--- config.mk ---
export PLATFORM = sky130hd
export DESIGN_NAME = boundary_scan_test_port
export DESIGN_NICKNAME = d
export VERILOG_FILES = /design/src/design/boundary_scan_test_port.v
export VERILOG_INCLUDE_DIRS = /design/src /design/src/design
export SDC_FILE = /design/constraint.sdc
export NUM_CORES = 1
export LEC_CHECK = 0
export BUFFER_PORTS_ARGS = -buffer_cell sky130_fd_sc_hd__buf_2
export CORE_MARGIN = 2
export CORE_UTILIZATION = 41
export DETAILED_ROUTE_END_ITERATION = 10
export HOLD_SLACK_MARGIN = 0.06
export PLACE_DENSITY = 0.63
export SLEW_MARGIN = 20
export SYNTH_ARGS = -nofsm -noshare
export SYNTH_HDL_FRONTEND = slang
export SYNTH_SLANG_ARGS = --single-unit
export TNS_END_PERCENT = 20
--- constraint.sdc ---
create_clock -name clk -period 1.85 [get_ports clk]
set_clock_uncertainty 0.1 [all_clocks]
set_input_delay 0.0925 -clock clk [delete_from_list [all_inputs] [get_ports clk]]
set_output_delay 0.0925 -clock clk [all_outputs]
set_load 0.05 [all_outputs]
--- src/design/jtag_tap_defines.vh ---
`ifndef JTAG_TAP_DEFINES_VH
`define JTAG_TAP_DEFINES_VH
`define IR_WIDTH            4
`define OP_EXTEST           4'h0
`define OP_SAMPLE           4'h1
`define OP_IDCODE           4'h2
`define OP_USERCODE         4'h3
`define OP_CFG_LOAD         4'h4
`define OP_CFG_START        4'h5
`define OP_ANALYSER         4'h6
`define OP_BYPASS           4'hF
`define IR_CAPTURE          4'h1
`define ST_RESET            4'h0
`define ST_IDLE             4'h1
`define ST_SEL_DR           4'h2
`define ST_CAP_DR           4'h3
`define ST_SH_DR            4'h4
`define ST_EX1_DR           4'h5
`define ST_PAU_DR           4'h6
`define ST_EX2_DR           4'h7
`define ST_UPD_DR           4'h8
`define ST_SEL_IR           4'h9
`define ST_CAP_IR           4'hA
`define ST_SH_IR            4'hB
`define ST_EX1_IR           4'hC
`define ST_PAU_IR           4'hD
`define ST_EX2_IR           4'hE
`define ST_UPD_IR           4'hF
`define ID_RESET            32'h1234_5001
`define USER_RESET          32'h0000_0000
`endif

--- src/design/boundary_scan_test_port.v ---
// Summary of operation
// A standard test access port state machine drives the instruction and data registers.
// Boundary-scan instructions are refused while configuration is in progress.
// Bypass puts a one-bit register between the serial input and output.
// User-code puts a 32-bit user code register in the serial path.
// Identification puts the identification register in the serial path.
// Sample/preload captures pin values and loads a pattern without driving pins.
// External test drives the loaded pattern out and captures the input pins.
// Configuration load streams serial data out to the configuration logic; configuration start pulses cfg_start at Update-DR.
// An analyser instruction shifts a probe register; the analyser may also use sample.
// A 4-bit instruction register is used and unknown codes select bypass.
`timescale 1ns/1ps
`include "jtag_tap_defines.vh"
module boundary_scan_test_port #(
    parameter NPINS   = 8,
    parameter PROBE_W = 16
) (
    input  wire               clk,
    input  wire               srst,
    input  wire               tck,
    input  wire               tms,
    input  wire               tdi,
    input  wire               trst_n,
    input  wire               config_busy,
    input  wire [31:0]        user_code,
    input  wire [NPINS-1:0]   pin_in,
    input  wire [NPINS-1:0]   core_out,
    input  wire [PROBE_W-1:0] probe_in,
    output reg                tdo,
    output reg                tdo_oe,
    output reg  [NPINS-1:0]   pin_out,
    output reg                test_mode,
    output reg                cfg_data,
    output reg                cfg_strobe,
    output reg                cfg_start
);
    reg [2:0]             tck_sync_reg;
    reg [1:0]             tms_sync_reg;
    reg [1:0]             tdi_sync_reg;
    reg [1:0]             trst_sync_reg;
    reg [NPINS-1:0]       pin_sync1_reg;
    reg [NPINS-1:0]       pin_sync2_reg;
    reg [3:0]             state_reg;
    reg [3:0]             state_next;
    reg [3:0]             ir_shift_reg;
    reg [3:0]             ir_reg;
    reg                   bypass_reg;
    reg [31:0]            dr32_reg;
    reg [NPINS-1:0]       bsr_shift_reg;
    reg [NPINS-1:0]       bsr_update_reg;
    reg [PROBE_W-1:0]     probe_reg;
    wire                  tck_rise;
    wire                  tck_fall;
    wire                  tms_s;
    wire                  tdi_s;
    wire [3:0]            op;
    wire                  shift_dr;
    wire                  shift_ir;

    // Edges found from the sampled link clock; 32 ns tck gives 8 clk cycles
    assign tck_rise = tck_sync_reg[1] & ~tck_sync_reg[2];
    assign tck_fall = ~tck_sync_reg[1] & tck_sync_reg[2];
    assign tms_s    = tms_sync_reg[1];
    assign tdi_s    = tdi_sync_reg[1];
    assign shift_dr = (state_reg == `ST_SH_DR);
    assign shift_ir = (state_reg == `ST_SH_IR);

    // Decode with blocking of test instructions during configuration
    function [3:0] decode_op;
        input [3:0] code;
        input       busy;
        begin
            case (code)
                `OP_EXTEST, `OP_SAMPLE:
                    decode_op = busy ? `OP_BYPASS : code;
                `OP_IDCODE, `OP_USERCODE, `OP_CFG_LOAD, `OP_CFG_START, `OP_ANALYSER:
                    decode_op = code;
                default:
                    decode_op = `OP_BYPASS;
            endcase
        end
    endfunction

    assign op = decode_op(ir_reg, config_busy);

    always @*
    begin
        state_next = state_reg;
        case (state_reg)
            `ST_RESET:  state_next = tms_s ? `ST_RESET : `ST_IDLE;
            `ST_IDLE:   state_next = tms_s ? `ST_SEL_DR : `ST_IDLE;
            `ST_SEL_DR: state_next = tms_s ? `ST_SEL_IR : `ST_CAP_DR;
            `ST_CAP_DR: state_next = tms_s ? `ST_EX1_DR : `ST_SH_DR;
            `ST_SH_DR:  state_next = tms_s ? `ST_EX1_DR : `ST_SH_DR;
            `ST_EX1_DR: state_next = tms_s ? `ST_UPD_DR : `ST_PAU_DR;
            `ST_PAU_DR: state_next = tms_s ? `ST_EX2_DR : `ST_PAU_DR;
            `ST_EX2_DR: state_next = tms_s ? `ST_UPD_DR : `ST_SH_DR;
            `ST_UPD_DR: state_next = tms_s ? `ST_SEL_DR : `ST_IDLE;
            `ST_SEL_IR: state_next = tms_s ? `ST_RESET : `ST_CAP_IR;
            `ST_CAP_IR: state_next = tms_s ? `ST_EX1_IR : `ST_SH_IR;
            `ST_SH_IR:  state_next = tms_s ? `ST_EX1_IR : `ST_SH_IR;
            `ST_EX1_IR: state_next = tms_s ? `ST_UPD_IR : `ST_PAU_IR;
            `ST_PAU_IR: state_next = tms_s ? `ST_EX2_IR : `ST_PAU_IR;
            `ST_EX2_IR: state_next = tms_s ? `ST_UPD_IR : `ST_SH_IR;
            `ST_UPD_IR: state_next = tms_s ? `ST_SEL_DR : `ST_IDLE;
            default:    state_next = `ST_RESET;
        endcase
    end

    // Two-flop synchronisers; stage two is read, and tck has a third stage for edge detection
    always @(posedge clk)
    begin
        if (srst)
        begin
            tck_sync_reg  <= 3'h0;
            tms_sync_reg  <= 2'h3;
            tdi_sync_reg  <= 2'h0;
            // Idle level of trst_n, so srst gives no extra test reset
            trst_sync_reg <= 2'h3;
            pin_sync1_reg <= {NPINS{1'b0}};
            pin_sync2_reg <= {NPINS{1'b0}};
        end
        else
        begin
            tck_sync_reg  <= {tck_sync_reg[1:0], tck};
            tms_sync_reg  <= {tms_sync_reg[0], tms};
            tdi_sync_reg  <= {tdi_sync_reg[0], tdi};
            trst_sync_reg <= {trst_sync_reg[0], trst_n};
            pin_sync1_reg <= pin_in;
            pin_sync2_reg <= pin_sync1_reg;
        end
    end

    always @(posedge clk)
    begin
        if (srst || !trst_sync_reg[1])
        begin
            state_reg      <= `ST_RESET;
            ir_shift_reg   <= 4'h0;
            ir_reg         <= `OP_IDCODE;
            bypass_reg     <= 1'b0;
            dr32_reg       <= 32'h0000_0000;
            bsr_shift_reg  <= {NPINS{1'b0}};
            bsr_update_reg <= {NPINS{1'b0}};
            probe_reg      <= {PROBE_W{1'b0}};
            tdo            <= 1'b0;
            tdo_oe         <= 1'b0;
            pin_out        <= {NPINS{1'b0}};
            test_mode      <= 1'b0;
            cfg_data       <= 1'b0;
            cfg_strobe     <= 1'b0;
            cfg_start      <= 1'b0;
        end
        else
        begin
            cfg_strobe <= 1'b0;
            cfg_start  <= 1'b0;
            // Pins follow core unless external test holds them
            test_mode  <= (op == `OP_EXTEST);
            pin_out    <= (op == `OP_EXTEST) ? bsr_update_reg : core_out;
            if (tck_rise)
            begin
                state_reg <= state_next;
                case (state_reg)
                    `ST_RESET:
                        ir_reg <= `OP_IDCODE;
                    `ST_CAP_IR:
                        ir_shift_reg <= `IR_CAPTURE;
                    `ST_SH_IR:
                        ir_shift_reg <= {tdi_s, ir_shift_reg[3:1]};
                    `ST_UPD_IR:
                        ir_reg <= ir_shift_reg;
                    `ST_CAP_DR:
                    begin
                        bypass_reg <= 1'b0;
                        case (op)
                            `OP_IDCODE:   dr32_reg <= `ID_RESET;
                            `OP_USERCODE: dr32_reg <= user_code;
                            `OP_EXTEST, `OP_SAMPLE:
                                bsr_shift_reg <= pin_sync2_reg;
                            `OP_ANALYSER: probe_reg <= probe_in;
                            default:      bypass_reg <= 1'b0;
                        endcase
                    end
                    `ST_SH_DR:
                    begin
                        case (op)
                            `OP_IDCODE, `OP_USERCODE:
                                dr32_reg <= {tdi_s, dr32_reg[31:1]};
                            `OP_EXTEST, `OP_SAMPLE:
                                bsr_shift_reg <= {tdi_s, bsr_shift_reg[NPINS-1:1]};
                            `OP_ANALYSER:
                                probe_reg <= {tdi_s, probe_reg[PROBE_W-1:1]};
                            `OP_CFG_LOAD:
                            begin
                                cfg_data   <= tdi_s;
                                cfg_strobe <= 1'b1;
                            end
                            default:
                                bypass_reg <= tdi_s;
                        endcase
                    end
                    `ST_UPD_DR:
                    begin
                        if (op == `OP_EXTEST || op == `OP_SAMPLE)
                            bsr_update_reg <= bsr_shift_reg;
                        if (op == `OP_CFG_START)
                            cfg_start <= 1'b1;
                    end
                    default:
                        bypass_reg <= bypass_reg;
                endcase
            end
            // Output changes on the falling edge, as the standard asks
            if (tck_fall)
            begin
                tdo_oe <= shift_dr | shift_ir;
                if (shift_ir)
                    tdo <= ir_shift_reg[0];
                else
                    case (op)
                        `OP_IDCODE, `OP_USERCODE: tdo <= dr32_reg[0];
                        `OP_EXTEST, `OP_SAMPLE:   tdo <= bsr_shift_reg[0];
                        `OP_ANALYSER:             tdo <= probe_reg[0];
                        `OP_CFG_LOAD:             tdo <= 1'b0;
                        default:                  tdo <= bypass_reg;
                    endcase
            end
        end
    end
endmodule // boundary_scan_test_port

== Word-level counts from Yosys, hierarchy flattened ==
Cells that the tools add are included.
Cells by class
  add/sub/neg operators: 0
  order comparisons: 0
  divide/modulo/power cells: 0
  multiply operators: 0
  multiplexer cells: 33
  eq/ne operators: 34
  shift operators: 0
  reduce and logical (&&, ||, !) cells: 27
  bitwise operators: 8
Operator list (number)
  $pmux 32 s2: 2
  $pmux 4 s12: 1
  $eq 4x3->1 const B: 10
  $eq 4x4->1 const B: 8
  $mux 16: 2
  $mux 32: 1
  $pmux 16 s2: 1
  $eq 4x2->1 const B: 6
  $mux 8: 3
  $pmux 4 s2: 3
  $mux 4: 5
  $pmux 8 s2: 1
  $eq 4x1->1 const B: 3
  $logic_not 4->1: 3
  $reduce_and 4->1: 3
  $reduce_or 2->1: 5
  $reduce_and 3->1: 3
  $reduce_or 3->1: 3
  $mux 1: 7
  $mux 2: 3
  $mux 3: 2
  $ne 2x1->1 const B: 3
  $ne 2x2->1 const B: 3
  $reduce_bool 2->1: 3
  11 further kinds: 18
Word-level totals
  word-level logic and storage cells: 123
  register bits after elaboration: 116
  output and inout port bits: 14
  bits in read-only memories: 0
  memories kept: 0
  bits in writable memories: 0
  latch bits: 0
  bits of input ports: 71

== Logic depth before layout (Yosys ltp) ==
  depth after elaboration: 7
  mapped depth: 8
  mapped depth without buffers: 4

== Least setup slack after synthesis ==
No wires, ideal clock.
  path kind: reg2reg
  start: register ir_reg[2]
  end: register bsr_shift_reg[6]
  stages on the path, launching flop included: 8
  arrival: 1.754 ns
  data required time: 1.670 ns
  setup slack: -0.084 ns
  period minus slack after synthesis: 1.934 ns
  setup time: 0.080 ns
  buffers on the path: 3
  cell sequence: dfxtp_1 buf_6 or4_1 buf_2 a211oi_4 buf_6 nor2_1 a211oi_2
On the way
  longest elaborated chain between the ends: 7
  elaborated cells on any way between the ends: 17
  those cells by class: eq/ne: 9; mux: 2; reduce/logical: 6
Ends and longest elaborated chain
  from (decl): line boundary_scan_test_port.v:46  | reg [3:0] ir_reg;
  from (signal assigned): line boundary_scan_test_port.v:140  | ir_reg <= `OP_IDCODE;
  from (signal assigned): line boundary_scan_test_port.v:166  | ir_reg <= `OP_IDCODE;
  from (signal assigned): line boundary_scan_test_port.v:172  | ir_reg <= ir_shift_reg;
  $eq 4x2->1 (tied with other cells): line boundary_scan_test_port.v:73  | case (code)
  $reduce_or 5->1 / $reduce_or 2->1 (equally long branches): line boundary_scan_test_port.v:73
  $pmux 4 s2 *: line boundary_scan_test_port.v:73
  $eq 4x1->1 / $logic_not 4->1 (equally long branches): line boundary_scan_test_port.v:176, boundary_scan_test_port.v:187
  $reduce_or 2->1 *: line boundary_scan_test_port.v:176, boundary_scan_test_port.v:187
  $ne 2x2->1 (no source line) / $ne 2x1->1 (equally long branches)
  $reduce_and 4->1 (no source line) *
  to (signal assigned): line boundary_scan_test_port.v:143  | bsr_shift_reg <= {NPINS{1'b0}};
  to (signal assigned): line boundary_scan_test_port.v:180  | bsr_shift_reg <= pin_sync2_reg;
  to (signal assigned): line boundary_scan_test_port.v:191  | bsr_shift_reg <= {tdi_s, bsr_shift_reg[NPINS-1:1]};
  to (decl): line boundary_scan_test_port.v:49  | reg [NPINS-1:0] bsr_shift_reg;
Mark *: on every way between the ends. The rest lies on a longest branch, timed or not.
A chain may end at the register's enable or synchronous reset.

== Worst setup path after layout ==
  start: register state_reg[1]
  end: register dr32_reg[0]
On the way
  longest elaborated chain between the ends: 3
  elaborated cells on any way between the ends: 7
  those cells by class: eq/ne: 4; mux: 1; reduce/logical: 2
Ends and longest elaborated chain
  from (decl): line boundary_scan_test_port.v:43  | reg [3:0] state_reg;
  from (signal assigned): line boundary_scan_test_port.v:138  | state_reg <= `ST_RESET;
  from (signal assigned): line boundary_scan_test_port.v:163  | state_reg <= state_next;
  $eq 4x2->1 / $eq 4x3->1 (equally long branches): line boundary_scan_test_port.v:164  | case (state_reg)
  $ne 3x3->1 (no source line) (tied with other cells)
  $reduce_and 4->1 (no source line)
  to (signal assigned): line boundary_scan_test_port.v:177  | `OP_IDCODE: dr32_reg <= `ID_RESET;
  to (signal assigned): line boundary_scan_test_port.v:178  | `OP_USERCODE: dr32_reg <= user_code;
  to (signal assigned): line boundary_scan_test_port.v:189  | dr32_reg <= {tdi_s, dr32_reg[31:1]};
  to (decl): line boundary_scan_test_port.v:48  | reg [31:0] dr32_reg;
Several ways; a longest one is shown, not always the timed one.

==> out/summary.json <==
{
  "drt": {
    "number_of_vias_after_detailed_routing": 4361,
    "avgRoutedWirePerCell_microns": 15.1,
    "postRouteAntennaNets": 0,
    "firstDrtPassIters": 4,
    "initialDrtViolationCount": 429,
    "via_per_inst": 5.18,
    "finalWirelength_microns": 12700,
    "drc": 0
  },
  "synthesis": {
    "combinational_family_with_the_most_area_after_synthesis": "compound AO/OA/AOI/OAI gates",
    "flip_flop_cell_with_the_highest_count_after_synthesis": "dfxtp_1",
    "synth_top_cells_by_area": "dfxtp_1, mux2i_1, a211oi_2",
    "muxShareOfSynthArea_pct": 8.09,
    "postSynthNetCount": 583,
    "ys_seq_area_share_pct": 48.1,
    "synth_top_cells_by_count": "dfxtp_1, nor2_1, nand2_1",
    "synth_enable_flop_cells": 0,
    "adder_cell_area_share_of_the_yosys_netlist_pct": 0,
    "yosys_register_bits": 116,
    "post_synth_xor_area_fraction_pct": 0.363,
    "synth_compound_area_share_pct": 21.3,
    "synth_unique_cells": 51,
    "synth_async_sr_flop_share_pct": 0,
    "post_synthesis_instance_area_sq_mm": 0.00482,
    "syn_inst": 512,
    "share_of_the_synthesized_area_in_the_top_cell_type_pct": 48.1,
    "yosys.cell_count.top_type": "dfxtp_1",
    "synth_warnings": 0,
    "synth.largest_area_cell": "dfxtp_1",
    "synth_simple_gate_area_share_pct": 17.2,
    "synth_area_per_cell_sq_um": 9.42
  },
  "worst_setup_path": {
    "ff2ff_path_depth": 8,
    "max_stage_delay_ns": 0.37,
    "crit_buf_inv": 4,
    "regToRegEndpoint": "dr32_reg[0]$_SDFFE_PP0P_",
    "critPathArrivalTime_ns": 2.11,
    "critPathLaunchType": "register",
    "crit_chain": "buf_6, nand3b_1, buf_4, a2111oi_4, buf_4, buf_6, nand2_4, o22ai_1",
    "timing_worst_setup_path_type": "reg2reg",
    "regToRegSetupSlack_ns": -0.02,
    "critical_path.slowest_cell": "dfxtp_4",
    "worst-path-max-fanout": 8,
    "regToRegStartpoint": "state_reg[1]$_SDFFE_PP0P_",
    "path_delay_family": "buffers and inverters",
    "worstPathRequired_ns": 2.09,
    "endpoint_kind": "register"
  },
  "global_routing": {
    "grt_pass1_wl_microns": 20900,
    "grt_max_degree": 44,
    "overall_overflow_remaining_after_global_route": 0,
    "grt_use_total_pct": 20.4,
    "antenna_violations_before_repair": 0,
    "first_global_vias": 4340
  },
  "timing": {
    "final_period_minus_worst_setup_slack_ns": 1.87,
    "finalSetupViolations": 8,
    "timing.final.max_slew_violations": 0,
    "layout_worst_path_cycle_share_pct": 101,
    "final_hold_viol_count": 0,
    "timing.max_slew.rel_slack_pct": 70.5,
    "worst-slew-pin-transition_ns": 0.442,
    "grt_setup_unrepaired": "true",
    "post-route-worst-setup-slack_ns": -0.0226,
    "fmax_mhz": 534
  },
  "final_layout": {
    "final_layout_size_suffix_gt1_share_pct": 31.3,
    "postLayoutCellArea_sq_mm": 0.00719,
    "fin_nets": 757,
    "layout.area.seq_sq_mm": 0.00233,
    "multiInputGateArea_sq_mm": 0.00240,
    "post_layout_nonfiller_instances": 842,
    "n_antenna_cell": 0,
    "layout-area-overhead-vs-synth_pct": 49.0,
    "fillers": 886,
    "largest_register_ffs": 32
  },
  "worst_hold_path": {
    "hold_path.startpoint": "trst_n",
    "holdPathEnd": "trst_sync_reg[0]$_SDFF_PP1_",
    "holdCritPathClass": "in2reg",
    "worst_hold_path.num_cells": 3
  },
  "floorplan": {
    "number_of_cell_rows": 39,
    "design.portCount": 85,
    "fp.coreArea_sq_mm": 0.0115,
    "die_w_microns": 112,
    "initial_utilization_pct": 42.1,
    "dieArea_sq_mm": 0.0127,
    "die_y_microns": 112
  },
  "clock_tree": {
    "clock-root-buffer": "clkbuf_16",
    "clock_insertion_delay_worst_skew_ns": 0.42,
    "cts.sink_count": 116,
    "clk_pin_slew_ns": 0.05,
    "cts-htree-levels": 4,
    "cts_buffers": 17,
    "tritoncts": "yes",
    "cts_buffer_depth": 2
  },
  "run_status": {
    "run_status": "finished, violations left",
    "failed_checks": "setup timing"
  },
  "placement": {
    "dp_hpwl_microns": 7550,
    "post-place-cells": 728,
    "io_buffer_count": 84,
    "finalWeightedCongestion": 0.837,
    "detailed_place.area_sq_mm": 0.00556
  },
  "job": {
    "drv.max_cap_violation_count": 0
  },
  "pwr": {
    "cellLeakagePower_nw": 2.98,
    "max-vdd-ir-drop_mv": 0.664,
    "power.density_mw_per_mm2": 893
  }
}
[worst min-delay path: stages]
cell and delay [ns]:
dlygate4sd3_1 0.51, buf_2 0.09, or2_2 0.08
[placed cells by master, fill, tap and decap left out, types with 3 or more instances in the layout]
cell	count
a211oi_1	8
a211oi_2	20
a21oi_1	19
a22oi_1	14
a31oi_1	17
buf_12	8
buf_2	84
buf_4	27
buf_6	8
bufinv_16	4
clkbuf_16	18
clkinv_2	3
clkinvlp_4	4
dfxtp_1	112
dfxtp_2	3
dlygate4sd3_1	70
inv_1	3
mux2i_1	39
nand2_1	43
nand2b_1	6
nand3_1	3
nand3b_1	3
nor2_1	39
nor2_2	10
nor2_4	3
nor2b_1	26
nor3_1	5
nor3b_1	3
o21ai_0	32
o21ai_1	3
o22ai_1	14
or2_2	4
[cell families (layout without fill, tap and decap cells)]
family                 Yosys count  count (layout)
AND/OR/NAND/NOR                165             165
AO/OA/AOI/OAI                  142             142
flip-flops                     116             116
buffers and inverters           48             235
multiplexers                    39              39
XOR/XNOR                         2               2
[final cells by class]
class | count | area share, %
Clock buffer | 19 | 6.16
Clock inverter | 13 | 2.54
Inverter | 3 | 0.157
Multi-Input combinational cell | 348 | 33.4
Sequential cell | 116 | 32.4
Tap cell | 143 | 2.49
Timing Repair Buffer | 200 | 22.8
[stage by stage]
stage                     hold WS, ns  TNS [ns]  power (W)  utilization, %  setup WS [ns]
after floorplan                0.0641     -1.95    0.00276               -        -0.0533
after global placement          0.178     -2.00    0.00289            48.5         -0.127
after detailed placement        0.179     -5.23    0.00289            48.5         -0.173
after CTS                       0.266    -0.190    0.00646            61.3        -0.0261
after global routing            0.298     -3.73    0.00662            62.7         -0.136
final                           0.280   -0.0567    0.00642            62.7        -0.0226
[worst max-delay path by stage]
stage	from	endpoint	slack (ns)	cells after the start
floorplan	state_reg[1]$_SDFFE_PP0P_	dr32_reg[19]$_SDFFE_PP0P_	-0.05	8
global placement	state_reg[3]$_SDFFE_PP0P_	dr32_reg[31]$_SDFFE_PP0P_	-0.13	5
detailed placement	state_reg[3]$_SDFFE_PP0P_	dr32_reg[31]$_SDFFE_PP0P_	-0.17	5
CTS	state_reg[0]$_SDFFE_PP0P_	probe_reg[6]$_SDFFE_PP0P_	-0.03	6
global route	state_reg[0]$_SDFFE_PP0P_	dr32_reg[12]$_SDFFE_PP0P_	-0.14	8
finish	state_reg[1]$_SDFFE_PP0P_	dr32_reg[0]$_SDFFE_PP0P_	-0.02	8
[what timing repair did]
item | in CTS | in global routing
setup endpoints to repair | 58 | 68
hold buffers | 70 | 0
cloned | 2 | 1
buffers inserted | 7 | 2
pin swaps | 9 | 18
gates resized for setup | 19 | 31
hold endpoints to repair | 70 | 0
[per-layer routing]
metal  wire [microns]  GRT usage (%)  vias to the layer above
met1             5660           25.7                     2043
met2             6250           33.9                      118
li1                 -              -                     2177
met4              263           8.37                        0
met3              578           4.48                       23
met5                0              0                        -
[where the power goes]
part | switching (W) | total (W) | internal (W)
clock | 0.00117 | 0.00345 | 0.00228
combinational | 0.000192 | 0.000416 | 0.000223
sequential | 0.0000148 | 0.00255 | 0.00254
(Power assumes the default switching activity.)
